File: config.mk
export PLATFORM = sky130hd
export DESIGN_NAME = via_arbiter
export DESIGN_NICKNAME = d
export VERILOG_FILES = /design/src/hw/via_pkg.sv /design/src/hw/via_arbiter.sv /design/src/hw/via_rank.sv
export SDC_FILE = /design/constraint.sdc
export NUM_CORES = 1
export LEC_CHECK = 0
export BUFFER_PORTS_ARGS = -buffer_cell sky130_fd_sc_hd__buf_2
export CORE_MARGIN = 2
export CORE_UTILIZATION = 49
export CTS_BUF_LIST = sky130_fd_sc_hd__clkbuf_4 sky130_fd_sc_hd__clkbuf_8 sky130_fd_sc_hd__clkbuf_16
export DETAILED_ROUTE_END_ITERATION = 16
export GPL_TIMING_DRIVEN = 0
export PLACE_DENSITY = 0.8
export SLEW_MARGIN = 20
export SYNTH_ARGS = -nofsm -noshare
export SYNTH_HDL_FRONTEND = slang
export SYNTH_SLANG_ARGS = --single-unit
File: constraint.sdc
create_clock -name ref_clk_i -period 1.9 [get_ports ref_clk_i]
set_input_delay 0 -clock ref_clk_i [delete_from_list [all_inputs] [get_ports ref_clk_i]]
set_output_delay 0 -clock ref_clk_i [all_outputs]
set_load 0.005 [all_outputs]
File: src/hw/via_pkg.sv
// Package of constants and types for the vectored interrupt arbiter.
package via_pkg;

    // Instruction opcodes seen by the arbiter.
    localparam logic [7:0] TRAP_OPCODE = 8'h00;
    localparam logic [7:0] ERASED_BYTE = 8'h00;

    // Vector offsets.
    localparam logic [7:0] OFS_TRAP = 8'hFE;
    localparam logic [7:0] OFS_DEFAULT = 8'hE0;
    localparam int NUM_SLOTS = 16;

    // Ranking slots, index 15 highest; reserved slots never become active.
    localparam int SLOT_TRAP = 15;
    localparam int SLOT_EXT = 13;
    localparam int SLOT_IDLE = 12;
    localparam int SLOT_T1A = 11;
    localparam int SLOT_T1B = 10;
    localparam int SLOT_SERIAL = 9;
    localparam int SLOT_CAPTURE = 5;
    localparam int SLOT_PORTL = 1;
    localparam logic [15:0] MASKABLE_SLOTS = 16'h3E22;

    // Program counter values.
    localparam logic [14:0] PC_ACK = 15'h00FF;
    localparam logic [14:0] PC_STACK_UNDERFLOW = 15'h7FFF;
    localparam logic [7:0] STACK_FLOOR = 8'h6F;

    // Maskable acknowledge length in instruction cycles.
    localparam logic [2:0] ACK_CYCLES = 3'h7;
    localparam logic [2:0] ACK_CNT_RESET = 3'h0;

    // Maskable source levels.
    typedef struct packed {
        logic external_irq_pin;
        logic idle_timer;
        logic timer1_a_event;
        logic timer1_b_event;
        logic serial_busy_low;
        logic capture_timer;
        logic port_l_edge;
    } via_src_t;

    // Sequencer states; Gray codes along idle, high byte, low byte, acknowledge.
    typedef enum logic [1:0] {
        VIA_IDLE = 2'h0,
        VIA_HI = 2'h1,
        VIA_LO = 2'h3,
        VIA_ACK = 2'h2
    } via_state_t;

endpackage

File: src/hw/via_arbiter.sv
// Vectored interrupt arbiter with trap pending flag and vector fetch.
// What this block does
// - Ranks trap, reserved, pin, idle timer, timer1 A/B, serial, capture, port L, default.
// - The vector select instruction latches an even E0..FE offset on its first cycle.
// - The offset replaces only the low program counter byte.
// - Two vector bytes are read and loaded into the program counter.
// - Vector table sits in the instruction's block, or the next one at last address.
// - The trap pending flag has no data memory read or write path.
// - Reset clears the trap pending flag.
// - A trap sets the trap pending flag.
// - The clear trap pending instruction clears the flag unless a trap fetch in the same cycle sets it; only reset also clears it.
// - Fetching the trap opcode into the instruction register raises a trap.
// - Nonexistent program memory reads as zeros, the trap opcode.
// - Popping below the stack floor loads 7FFF into the program counter.
// - Trap keeps the global enable; pending trap blocks others and selects trap vector.
// - During a trap routine no maskable request is acknowledged.
// - The trap pushes the address of the trap opcode itself.
// - The pending flag is one bit, not a nesting counter.
// - Clearing an already clear flag has no side effect.
// - With nothing active the default offset is produced.
// - Vector high byte sits at the even address, low byte at the odd one.
// - Maskable acknowledge clears the enable, pushes next address, jumps to 00FF in seven cycles.
//
// The address map and the plain strobed port were left to the implementer.
`timescale 1ns/10ps
module via_arbiter (
    // Clock and reset.
    input wire logic ref_clk_i,
    input wire logic rst_i,
    // Instruction sequencer, one-cycle instruction strobes.
    input wire logic instr_cycle_i,
    input wire logic ir_load_i,
    input wire logic [7:0] ir_byte_i,
    input wire logic vector_select_instr_i,
    input wire logic clear_trap_pending_instr_i,
    input wire logic [14:0] pc_i,
    input wire logic [14:0] opcode_addr_i,
    // Stack pop check.
    input wire logic stack_pop_i,
    input wire logic [7:0] stack_ptr_i,
    // Program memory fetch path.
    input wire logic pm_valid_i,
    input wire logic [7:0] pm_data_i,
    output logic [7:0] pm_data_o,
    output logic [14:0] pm_addr_o,
    output logic pm_rd_o,
    // Maskable sources.
    input wire via_pkg::via_src_t src_pending_i,
    input wire via_pkg::via_src_t src_enable_i,
    input wire logic global_irq_enable_i,
    // Sequencer outputs.
    output logic trap_take_o,
    output logic [14:0] push_addr_o,
    output logic irq_ack_o,
    output logic global_irq_enable_clr_o,
    output logic pc_load_o,
    output logic [14:0] pc_o,
    output logic busy_o
);
    logic trap_pending_flag_q, trap_pending_flag_d;
    via_pkg::via_state_t state_q, state_d;
    logic [7:0] offset_q, offset_d;
    logic [7:0] hi_q, hi_d;
    logic [14:0] ptr_q, ptr_d;
    logic [14:0] pc_q, pc_d;
    logic pc_load_q, pc_load_d;
    logic [14:0] push_q, push_d;
    logic trap_take_q, trap_take_d;
    logic ack_q, ack_d;
    logic [2:0] ack_cnt_q, ack_cnt_d;
    logic [15:0] active;
    logic [7:0] offset;
    logic trap_fetch;
    logic [14:0] base;

    // Missing program memory returns zeros, which decode as the trap opcode.
    assign pm_data_o = pm_valid_i ? pm_data_i : via_pkg::ERASED_BYTE;
    assign trap_fetch = ir_load_i && ir_byte_i == via_pkg::TRAP_OPCODE;

    // The flag lives only here and has no software port.
    always_comb begin
        trap_pending_flag_d = trap_pending_flag_q;
        if (clear_trap_pending_instr_i) begin
            trap_pending_flag_d = 1'b0;
        end
        if (trap_fetch) begin
            trap_pending_flag_d = 1'b1;
        end
    end

    always_comb begin
        active = '0;
        active[via_pkg::SLOT_TRAP] = trap_pending_flag_q;
        if (!trap_pending_flag_q) begin
            active[via_pkg::SLOT_EXT] = src_pending_i.external_irq_pin & src_enable_i.external_irq_pin;
            active[via_pkg::SLOT_IDLE] = src_pending_i.idle_timer & src_enable_i.idle_timer;
            active[via_pkg::SLOT_T1A] = src_pending_i.timer1_a_event & src_enable_i.timer1_a_event;
            active[via_pkg::SLOT_T1B] = src_pending_i.timer1_b_event & src_enable_i.timer1_b_event;
            active[via_pkg::SLOT_SERIAL] = src_pending_i.serial_busy_low & src_enable_i.serial_busy_low;
            active[via_pkg::SLOT_CAPTURE] = src_pending_i.capture_timer & src_enable_i.capture_timer;
            active[via_pkg::SLOT_PORTL] = src_pending_i.port_l_edge & src_enable_i.port_l_edge;
        end
        active = active & (via_pkg::MASKABLE_SLOTS | 16'h8000);
    end

    // Highest index wins; none active gives the default offset.
    via_rank u_rank (
        .active_i(active),
        .offset_o(offset)
    );

    // Table lives in the current block unless the instruction is at the block's last byte.
    assign base = (pc_i[7:0] == 8'hFF) ? pc_i + 15'h0001 : pc_i;

    always_comb begin
        state_d = state_q;
        offset_d = offset_q;
        hi_d = hi_q;
        ptr_d = ptr_q;
        pc_d = pc_q;
        pc_load_d = 1'b0;
        push_d = push_q;
        trap_take_d = 1'b0;
        ack_d = 1'b0;
        ack_cnt_d = ack_cnt_q;
        if (trap_fetch) begin
            trap_take_d = 1'b1;
            push_d = opcode_addr_i;
        end
        if (stack_pop_i && stack_ptr_i > via_pkg::STACK_FLOOR) begin
            pc_d = via_pkg::PC_STACK_UNDERFLOW;
            pc_load_d = 1'b1;
        end
        unique case (state_q)
            via_pkg::VIA_IDLE: begin
                if (vector_select_instr_i) begin
                    offset_d = offset;
                    ptr_d = {base[14:8], offset};
                    state_d = via_pkg::VIA_HI;
                end else if (instr_cycle_i && global_irq_enable_i && !trap_pending_flag_q
                             && !trap_fetch && (active & via_pkg::MASKABLE_SLOTS) != '0) begin
                    push_d = pc_i;
                    ack_d = 1'b1;
                    ack_cnt_d = via_pkg::ACK_CYCLES;
                    state_d = via_pkg::VIA_ACK;
                end
            end
            via_pkg::VIA_HI: begin
                if (pm_valid_i) begin
                    hi_d = pm_data_o;
                    ptr_d = ptr_q + 15'h0001;
                    state_d = via_pkg::VIA_LO;
                end
            end
            via_pkg::VIA_LO: begin
                if (pm_valid_i) begin
                    pc_d = {hi_q[6:0], pm_data_o};
                    pc_load_d = 1'b1;
                    state_d = via_pkg::VIA_IDLE;
                end
            end
            via_pkg::VIA_ACK: begin
                if (instr_cycle_i) begin
                    ack_cnt_d = ack_cnt_q - 3'h1;
                    if (ack_cnt_q == 3'h1) begin
                        pc_d = via_pkg::PC_ACK;
                        pc_load_d = 1'b1;
                        state_d = via_pkg::VIA_IDLE;
                    end
                end
            end
        endcase
    end

    always_ff @(posedge ref_clk_i or posedge rst_i) begin
        if (rst_i) begin
            trap_pending_flag_q <= 1'b0;
            state_q <= via_pkg::VIA_IDLE;
            offset_q <= via_pkg::OFS_DEFAULT;
            hi_q <= 8'h00;
            ptr_q <= 15'h0000;
            pc_q <= 15'h0000;
            pc_load_q <= 1'b0;
            push_q <= 15'h0000;
            trap_take_q <= 1'b0;
            ack_q <= 1'b0;
            ack_cnt_q <= via_pkg::ACK_CNT_RESET;
        end else begin
            trap_pending_flag_q <= trap_pending_flag_d;
            state_q <= state_d;
            offset_q <= offset_d;
            hi_q <= hi_d;
            ptr_q <= ptr_d;
            pc_q <= pc_d;
            pc_load_q <= pc_load_d;
            push_q <= push_d;
            trap_take_q <= trap_take_d;
            ack_q <= ack_d;
            ack_cnt_q <= ack_cnt_d;
        end
    end

    assign pm_addr_o = ptr_q;
    assign pm_rd_o = state_q == via_pkg::VIA_HI || state_q == via_pkg::VIA_LO;
    assign pc_o = pc_q;
    assign pc_load_o = pc_load_q;
    assign push_addr_o = push_q;
    assign trap_take_o = trap_take_q;
    assign irq_ack_o = ack_q;
    assign global_irq_enable_clr_o = ack_q;
    assign busy_o = state_q != via_pkg::VIA_IDLE;

    // Checks.
    property p_flag_set;
        @(posedge ref_clk_i) disable iff (rst_i) trap_fetch |=> trap_pending_flag_q;
    endproperty
    a_flag_set: assert property (p_flag_set) else $error("trap fetch did not set flag");

    property p_flag_clr;
        @(posedge ref_clk_i) disable iff (rst_i) clear_trap_pending_instr_i && !trap_fetch |=> !trap_pending_flag_q;
    endproperty
    a_flag_clr: assert property (p_flag_clr) else $error("clear did not clear flag");

    property p_flag_hold;
        @(posedge ref_clk_i) disable iff (rst_i)
            !clear_trap_pending_instr_i && !trap_fetch |=> trap_pending_flag_q == $past(trap_pending_flag_q);
    endproperty
    a_flag_hold: assert property (p_flag_hold) else $error("flag changed without cause");

    property p_trap_vec;
        @(posedge ref_clk_i) disable iff (rst_i)
            state_q == via_pkg::VIA_IDLE && vector_select_instr_i && trap_pending_flag_q
            |=> offset_q == via_pkg::OFS_TRAP;
    endproperty
    a_trap_vec: assert property (p_trap_vec) else $error("trap vector not selected");

    property p_default_vec;
        @(posedge ref_clk_i) disable iff (rst_i)
            state_q == via_pkg::VIA_IDLE && vector_select_instr_i && active == '0
            |=> offset_q == via_pkg::OFS_DEFAULT;
    endproperty
    a_default_vec: assert property (p_default_vec) else $error("default vector not selected");

    property p_no_ack_in_trap;
        @(posedge ref_clk_i) disable iff (rst_i) trap_pending_flag_q |=> !irq_ack_o;
    endproperty
    a_no_ack_in_trap: assert property (p_no_ack_in_trap) else $error("maskable acked during trap");

    property p_ptr_high;
        @(posedge ref_clk_i) disable iff (rst_i)
            state_q == via_pkg::VIA_IDLE && vector_select_instr_i && pc_i[7:0] != 8'hFF
            |=> pm_addr_o[14:8] == $past(pc_i[14:8]) && pm_addr_o[7:0] == offset_q;
    endproperty
    a_ptr_high: assert property (p_ptr_high) else $error("vector pointer wrong");

    property p_even;
        @(posedge ref_clk_i) disable iff (rst_i) offset_q[0] == 1'b0 && offset_q >= via_pkg::OFS_DEFAULT;
    endproperty
    a_even: assert property (p_even) else $error("offset odd or out of range");

    property p_underflow;
        @(posedge ref_clk_i) disable iff (rst_i)
            stack_pop_i && stack_ptr_i > via_pkg::STACK_FLOOR && state_q == via_pkg::VIA_IDLE && !vector_select_instr_i
            && !(instr_cycle_i && global_irq_enable_i && !trap_pending_flag_q && (active & via_pkg::MASKABLE_SLOTS) != '0)
            |=> pc_load_o && pc_o == via_pkg::PC_STACK_UNDERFLOW;
    endproperty
    a_underflow: assert property (p_underflow) else $error("underflow jump missing");

    property p_trap_push;
        @(posedge ref_clk_i) disable iff (rst_i)
            trap_fetch |=> trap_take_o && push_addr_o == $past(opcode_addr_i);
    endproperty
    a_trap_push: assert property (p_trap_push) else $error("trap did not push its own address");

    property p_ack_start;
        @(posedge ref_clk_i) disable iff (rst_i)
            state_q == via_pkg::VIA_IDLE && !vector_select_instr_i && instr_cycle_i && global_irq_enable_i
            && !trap_pending_flag_q && !trap_fetch && (active & via_pkg::MASKABLE_SLOTS) != '0
            |=> irq_ack_o && global_irq_enable_clr_o && push_addr_o == $past(pc_i);
    endproperty
    a_ack_start: assert property (p_ack_start) else $error("maskable acknowledge start wrong");

    property p_ack_load;
        @(posedge ref_clk_i) disable iff (rst_i)
            state_q == via_pkg::VIA_ACK && instr_cycle_i && ack_cnt_q == 3'h1
            |=> pc_load_o && pc_o == via_pkg::PC_ACK;
    endproperty
    a_ack_load: assert property (p_ack_load) else $error("acknowledge jump missing");

    property p_vec_load;
        @(posedge ref_clk_i) disable iff (rst_i)
            state_q == via_pkg::VIA_LO && pm_valid_i |=> pc_load_o && pc_o[7:0] == $past(pm_data_i);
    endproperty
    a_vec_load: assert property (p_vec_load) else $error("vector low byte not loaded");

    property p_ptr_next_block;
        @(posedge ref_clk_i) disable iff (rst_i)
            state_q == via_pkg::VIA_IDLE && vector_select_instr_i && pc_i[7:0] == 8'hFF
            |=> pm_addr_o[14:8] == $past(pc_i[14:8]) + 7'h01;
    endproperty
    a_ptr_next_block: assert property (p_ptr_next_block) else $error("vector table block wrong");

    c_trap: cover property (@(posedge ref_clk_i) disable iff (rst_i) trap_fetch);
    c_vis: cover property (@(posedge ref_clk_i) disable iff (rst_i) pc_load_o && state_q == via_pkg::VIA_IDLE);
    c_ack: cover property (@(posedge ref_clk_i) disable iff (rst_i) irq_ack_o);
    c_underflow: cover property (@(posedge ref_clk_i) disable iff (rst_i) pc_load_o && pc_o == via_pkg::PC_STACK_UNDERFLOW);
endmodule // via_arbiter

File: src/hw/via_rank.sv
// Fixed-priority encoder turning active slots into an even vector offset.
`timescale 1ns/10ps
module via_rank (
    // Slot activity.
    input wire logic [15:0] active_i,
    // Result.
    output logic [7:0] offset_o
);
    always_comb begin
        offset_o = via_pkg::OFS_DEFAULT;
        for (int i = 0; i < via_pkg::NUM_SLOTS; i++) begin
            if (active_i[i]) begin
                offset_o = via_pkg::OFS_DEFAULT + 8'(2 * i);
            end
        end
    end
endmodule // via_rank
== Yosys cells after proc, flatten, opt, wreduce, memory -nomap -nowiden ==
Index checks and enable logic that the tools add are counted.
W data, S select, Z words.

* Mux-type cells: 47
* Div/mod/pow operators: 0
* Shift operators: 0
* Magnitude comparators: 1
* Multipliers: 0
* Bitwise logic cells: 7
* Add/subtract/negate cells: 3
* Eq/ne operators: 13
* Reductions and logical operators: 20

{| class="wikitable"
|+ Operators by type and width
! cell !! number
|-
| $mux W15 || 11
|-
| $pmux W15 S2 || 2
|-
| $mux W5 || 7
|-
| $add A15 B1 Y15 const B || 2
|-
| $reduce_bool A16 Y1 || 1
|-
| $mux W2 || 7
|-
| $ne A2 B2 Y1 const B || 7
|-
| $mux W1 || 12
|-
| $mux W3 || 3
|-
| $eq A8 B8 Y1 const B || 1
|-
| $gt A8 B7 Y1 const B || 1
|-
| $logic_not A8 Y1 || 1
|-
| $mux W8 || 1
|-
| $pmux W2 S4 || 1
|-
| $reduce_bool A2 Y1 || 4
|-
| $and A1 B1 Y1 || 7
|-
| $logic_and A1 B1 Y1 || 6
|-
| $pmux W3 S2 || 1
|-
| $reduce_and A5 Y1 || 1
|-
| $eq A2 B2 Y1 const B || 2
|-
| $mux W4 || 1
|-
| $reduce_and A4 Y1 || 1
|-
| $eq A3 B1 Y1 const B || 1
|-
| $ne A3 B3 Y1 const B || 1
|-
| other kinds (8) || 9
|}

* Flip-flop bits (word level): 61
* RAM bits: 0
* Input bits: 77
* Memories: 0
* Latch bits: 0
* Output and inout bits: 59
* Bits in read-only memories: 0
* Word-level logic and storage cells: 101

== Depth between registers and ports, before layout ==
* Depth after elaboration: 12
* Gate-level depth with buffers: 7
* Depth with buffers taken out: 6

== Modules after synthesis ==
From an unflattened synthesis, not the netlist that was laid out.

* Cell total of the unflattened synthesis: 396
* Area, all modules: 3663.5 µm²

{| class="wikitable"
|+ By module, submodules not included
! module !! cells an instance !! area an instance (µm²) !! times used !! sequential area each (µm²)
|-
| via_arbiter || 365 || 3484.6 || 1 || 1526.5
|-
| via_rank || 31 || 178.9 || 1 || 0.0
|}

== Worst setup path after synthesis ==
OpenSTA, ideal clock, no wires.

* Path kind: register -> register
* Start: register ptr_q[0], in the netlist pm_addr_o[0]
* End: register ptr_q[14], in the netlist pm_addr_o[14]
* Data arrival time: 1.471 ns
* Cell stages (with the launch flop): 6
* Path buffers: 0
* Clock period less this slack: 1.608 ns
* Setup slack: 0.292 ns
* Data required time: 1.762 ns
* Setup time: 0.138 ns
* Cells stage by stage: dfrtp_1 ha_1 nand4_1 nor4_1 mux2i_1 o211ai_1

* Longest elaborated chain between the ends: 3

{| class="wikitable"
|+ Ends and longest elaborated chain
! what !! RTL line !! source
|-
| from (decl) || via_arbiter.sv:64 || <nowiki>logic [14:0] ptr_q, ptr_d;</nowiki>
|-
| from (signal assigned) || via_arbiter.sv:193 || <nowiki>ptr_q <= ptr_d;</nowiki>
|-
| $add A15 B1 Y15 || via_arbiter.sv:151 || <nowiki>ptr_d = ptr_q + 15'h0001;</nowiki>
|-
| $mux W15 || via_arbiter.sv:149 || <nowiki>if (pm_valid_i) begin</nowiki>
|-
| $pmux W15 S2 || via_arbiter.sv:134 || <nowiki>unique case (state_q)</nowiki>
|}

No other way between the ends. The select of a mux whose other input is x is not followed.
A chain may end at the register's enable or synchronous reset.

== Worst setup path after layout ==
* Start: register ptr_q[5], in the netlist pm_addr_o[5]
* End: register ptr_q[13], in the netlist pm_addr_o[13]

Same word-level chain as after synthesis.

==> impl_metrics.env <==
export IMPL_clk_transition_reported_paths_ns=0.07
export IMPL_clock_skew_ns=0.00778
export IMPL_r2r_start="pm_addr_o[5]"
export IMPL_cts_root_to_sink_buffers=2
export IMPL_synthesis_yosys_warnings=0
export IMPL_final_hold_viol_count=0
export IMPL_antenna_violations_before_repair=0
export IMPL_yosysUniqueCellTypes=57
export IMPL_power_static_leakage_nw=2.23
export IMPL_mappedNetlistNets=430
export IMPL_setup_viol_count_final=0
export IMPL_fin_nets=598
export IMPL_synthMostInstantiatedCell="dfrtp_1"
export IMPL_die_area_um2=7780
export IMPL_vias_per_cell=5.50
export IMPL_synth_ff_latch_count=61
export IMPL_numClockSinks=61
export IMPL_setup_total_negative_slack_ns=0
export IMPL_floorplan_initialDensity_pct=50.9
export IMPL_grt_overflow_total=0
export IMPL_io_pins=136
export IMPL_grt_setup_unrepaired="false"
export IMPL_detail_route_wl_per_cell_um=15.7
export IMPL_run_status="complete, no violations"
export IMPL_routed_via_count=3405
export IMPL_synthesis_instances=350
export IMPL_die_height_um=88.2
export IMPL_cts_root_buf="clkbuf_8"
export IMPL_max_cap_viol_count=0
export IMPL_synth_edff_count=0
export IMPL_synth_area_leaders="dfrtp_1, mux2_2, mux2_4"
export IMPL_achievable_frequency_mhz=558
export IMPL_drtAntennaViolNets=0
export IMPL_clk_insertion_delay_late_ns=0.34
export IMPL_ys_top_cells_by_count="dfrtp_1, o21ai_0, nand2_1, nor2_1, mux2_2"
export IMPL_place_congestion=0.848
export IMPL_timing_critical_path_required_ns=2.12
export IMPL_hpwl_um=6900
export IMPL_tritoncts_clock_tree="done"
export IMPL_first_global_vias=3187
export IMPL_drive_above_1_share_pct=39.6
export IMPL_power_density_cell_area_nw_per_um2=1290
export IMPL_tightest_slew_ns=0.626
export IMPL_core_area_um2=6830
export IMPL_grt_total_usage_pct=25.2
export IMPL_grt_pass1_wl_um=15000
export IMPL_synth_ff_type="dfrtp_1"
export IMPL_min_period_over_period_pct=94.4
export IMPL_dp_cells=577
export IMPL_period_minus_slack_ns=1.79
export IMPL_pin_count_of_the_biggest_net_entering_global_routing=46
export IMPL_drt_wl_total_um=9700
export IMPL_timing_max_slew_rel_slack_pct=58.1
export IMPL_worst_ir_drop_on_vdd_mv=0.646
export IMPL_drt_iter0_drc=179
export IMPL_floorplan_rows=30
export IMPL_layout_area_overhead_pct=36.6
export IMPL_number_of_pins_with_negative_max_slew_slack_in_the_final_report=0
export IMPL_drtPass1Iterations=4
export IMPL_crit_type="register to register"
export IMPL_synth_cell_area_um2=3470
export IMPL_cp_end_kind="register"
export IMPL_netlist_area_leader_share_pct=43.9
export IMPL_ctsHtreeMaxLevel=3
export IMPL_non_filler_cells_in_the_finished_layout=619
export IMPL_placement_io_buffers=130
export IMPL_fp_dieW_um=88.2
export IMPL_fin_util_pct=69.5
export IMPL_synth_largest_area_cell="dfrtp_1"
export IMPL_insertedDiodeCount=0
export IMPL_min_from="opcode_addr_i[9]"
export IMPL_worstHoldPathType="input port to register"
export IMPL_async_flop_share_pct=100
export IMPL_setup_worst_path_start="pm_addr_o[5]"
export IMPL_setup_worst_path_start_class="register"
export IMPL_total_power_w=0.00613
export IMPL_synth_sequential_area_ratio_pct=43.9
export IMPL_synth_avg_cell_area_um2=9.93
export IMPL_critical_path_data_arrival_time_ns=2.01
export IMPL_cp_max_fo=10
export IMPL_cts_inserted_buffers=9
export IMPL_post_route_drc_count=0
export IMPL_holdWs_ns=0.00518
-- timing repair --
| item | in CTS | in global routing |
|---|---|---|
| hold buffers | 25 | 0 |
| endpoints found under the hold margin | 89 | 0 |
| setup endpoints to repair | 1 | 5 |
| resized for setup | 1 | 2 |
| setup buffers | 0 | 1 |
-- layer usage --
layer  GRT usage, %  vias up  routed length [um]
met3           4.15       23                 637
li1               -     1614                   -
met2           42.7      159                4820
met5              0        -                   0
met1           31.5     1609                3940
met4           11.7        0                 303
-- placed cells by master, fill, tap and decap left out, types with 6 or more instances in the layout --
master and count:
buf_2 136, dfrtp_1 61, o21ai_0 35, nand2_1 28, dlygate4sd3_1 25, nor2_1 24, mux2_2 23, nand3_1 13
inv_1 12, mux2_4 12, clkbuf_8 12, nor3_1 11, a21oi_1 11, nor4_1 10, and2_1 8, mux2i_1 8
nand4_1 7, clkbuf_1 6, nand2b_1 6
-- cell type report --
cell class / count / area, um^2
Buffer: 19 / 106
Clock buffer: 12 / 165
Clock inverter: 4 / 45.0
Fill cell: 555 / 2090
Inverter: 14 / 55.1
Multi-Input combinational cell: 256 / 1790
Sequential cell: 61 / 1530
Tap cell: 96 / 120
Timing Repair Buffer: 157 / 936
-- logic make-up (layout without fill, tap and decap cells) --
logic type,after synthesis,count (layout),share of synthesized area (%)
AND/OR/NAND/NOR,126,126,19.5
AO/OA/AOI/OAI,80,80,15.0
multiplexers,43,43,14.9
adder cells (fa/ha/maj),3,3,1.08
XOR/XNOR,4,4,1.01
flip-flops,61,61,43.9
buffers and inverters,33,206,4.50
-- per-stage QoR --
stage                     setup slack (ns)  instance area (um^2)
after floorplan                      0.292                  3470
after global placement              -0.405                  4250
after detailed placement            0.0164                  4280
after CTS                           0.0256                  4740
after global routing                0.0116                  4750
final                                0.107                  4750
-- state kept, by name (all words and copies together) (netlist names) --
signal / flops
pc_o: 15
trap_pending_flag_q: 1
push_addr_o: 15
pc_load_o: 1
trap_take_o: 1
global_irq_enable_clr_o: 1
pm_addr_o: 15
hi_q: 7
state_q: 2
ack_cnt_q: 3
-- power breakdown --
group	internal (W)	switching [W]	total [W]
Combinational	0.00130	0.00134	0.00264
Sequential	0.00187	0.000405	0.00227
Clock	0.000707	0.000515	0.00122
Total	0.00387	0.00226	0.00613
-- path summary, 6_finish.rpt --
check / endpoint / slack [ns] / cells after the start
min in group asynchronous: trap_take_o / 0.15 / 3
setup / recovery: pm_addr_o[13] / 0.11 / 4
setup reg to reg: pm_addr_o[13] / 0.11 / 4
hold reg to reg: pc_o[13] / 0.49 / 2
max in group asynchronous: pm_addr_o[10] / 1.26 / 4
hold / removal: push_addr_o[9] / 0.005 / 3
-- critical path, stage by stage, from the launching register on --
cell	delay, ns
dfrtp_1	0.47
nand4_2	0.30
nor4_1	0.44
o21ai_0	0.15
a221o_1	0.32
No activity file was read; power rests on OpenSTA's default activity.
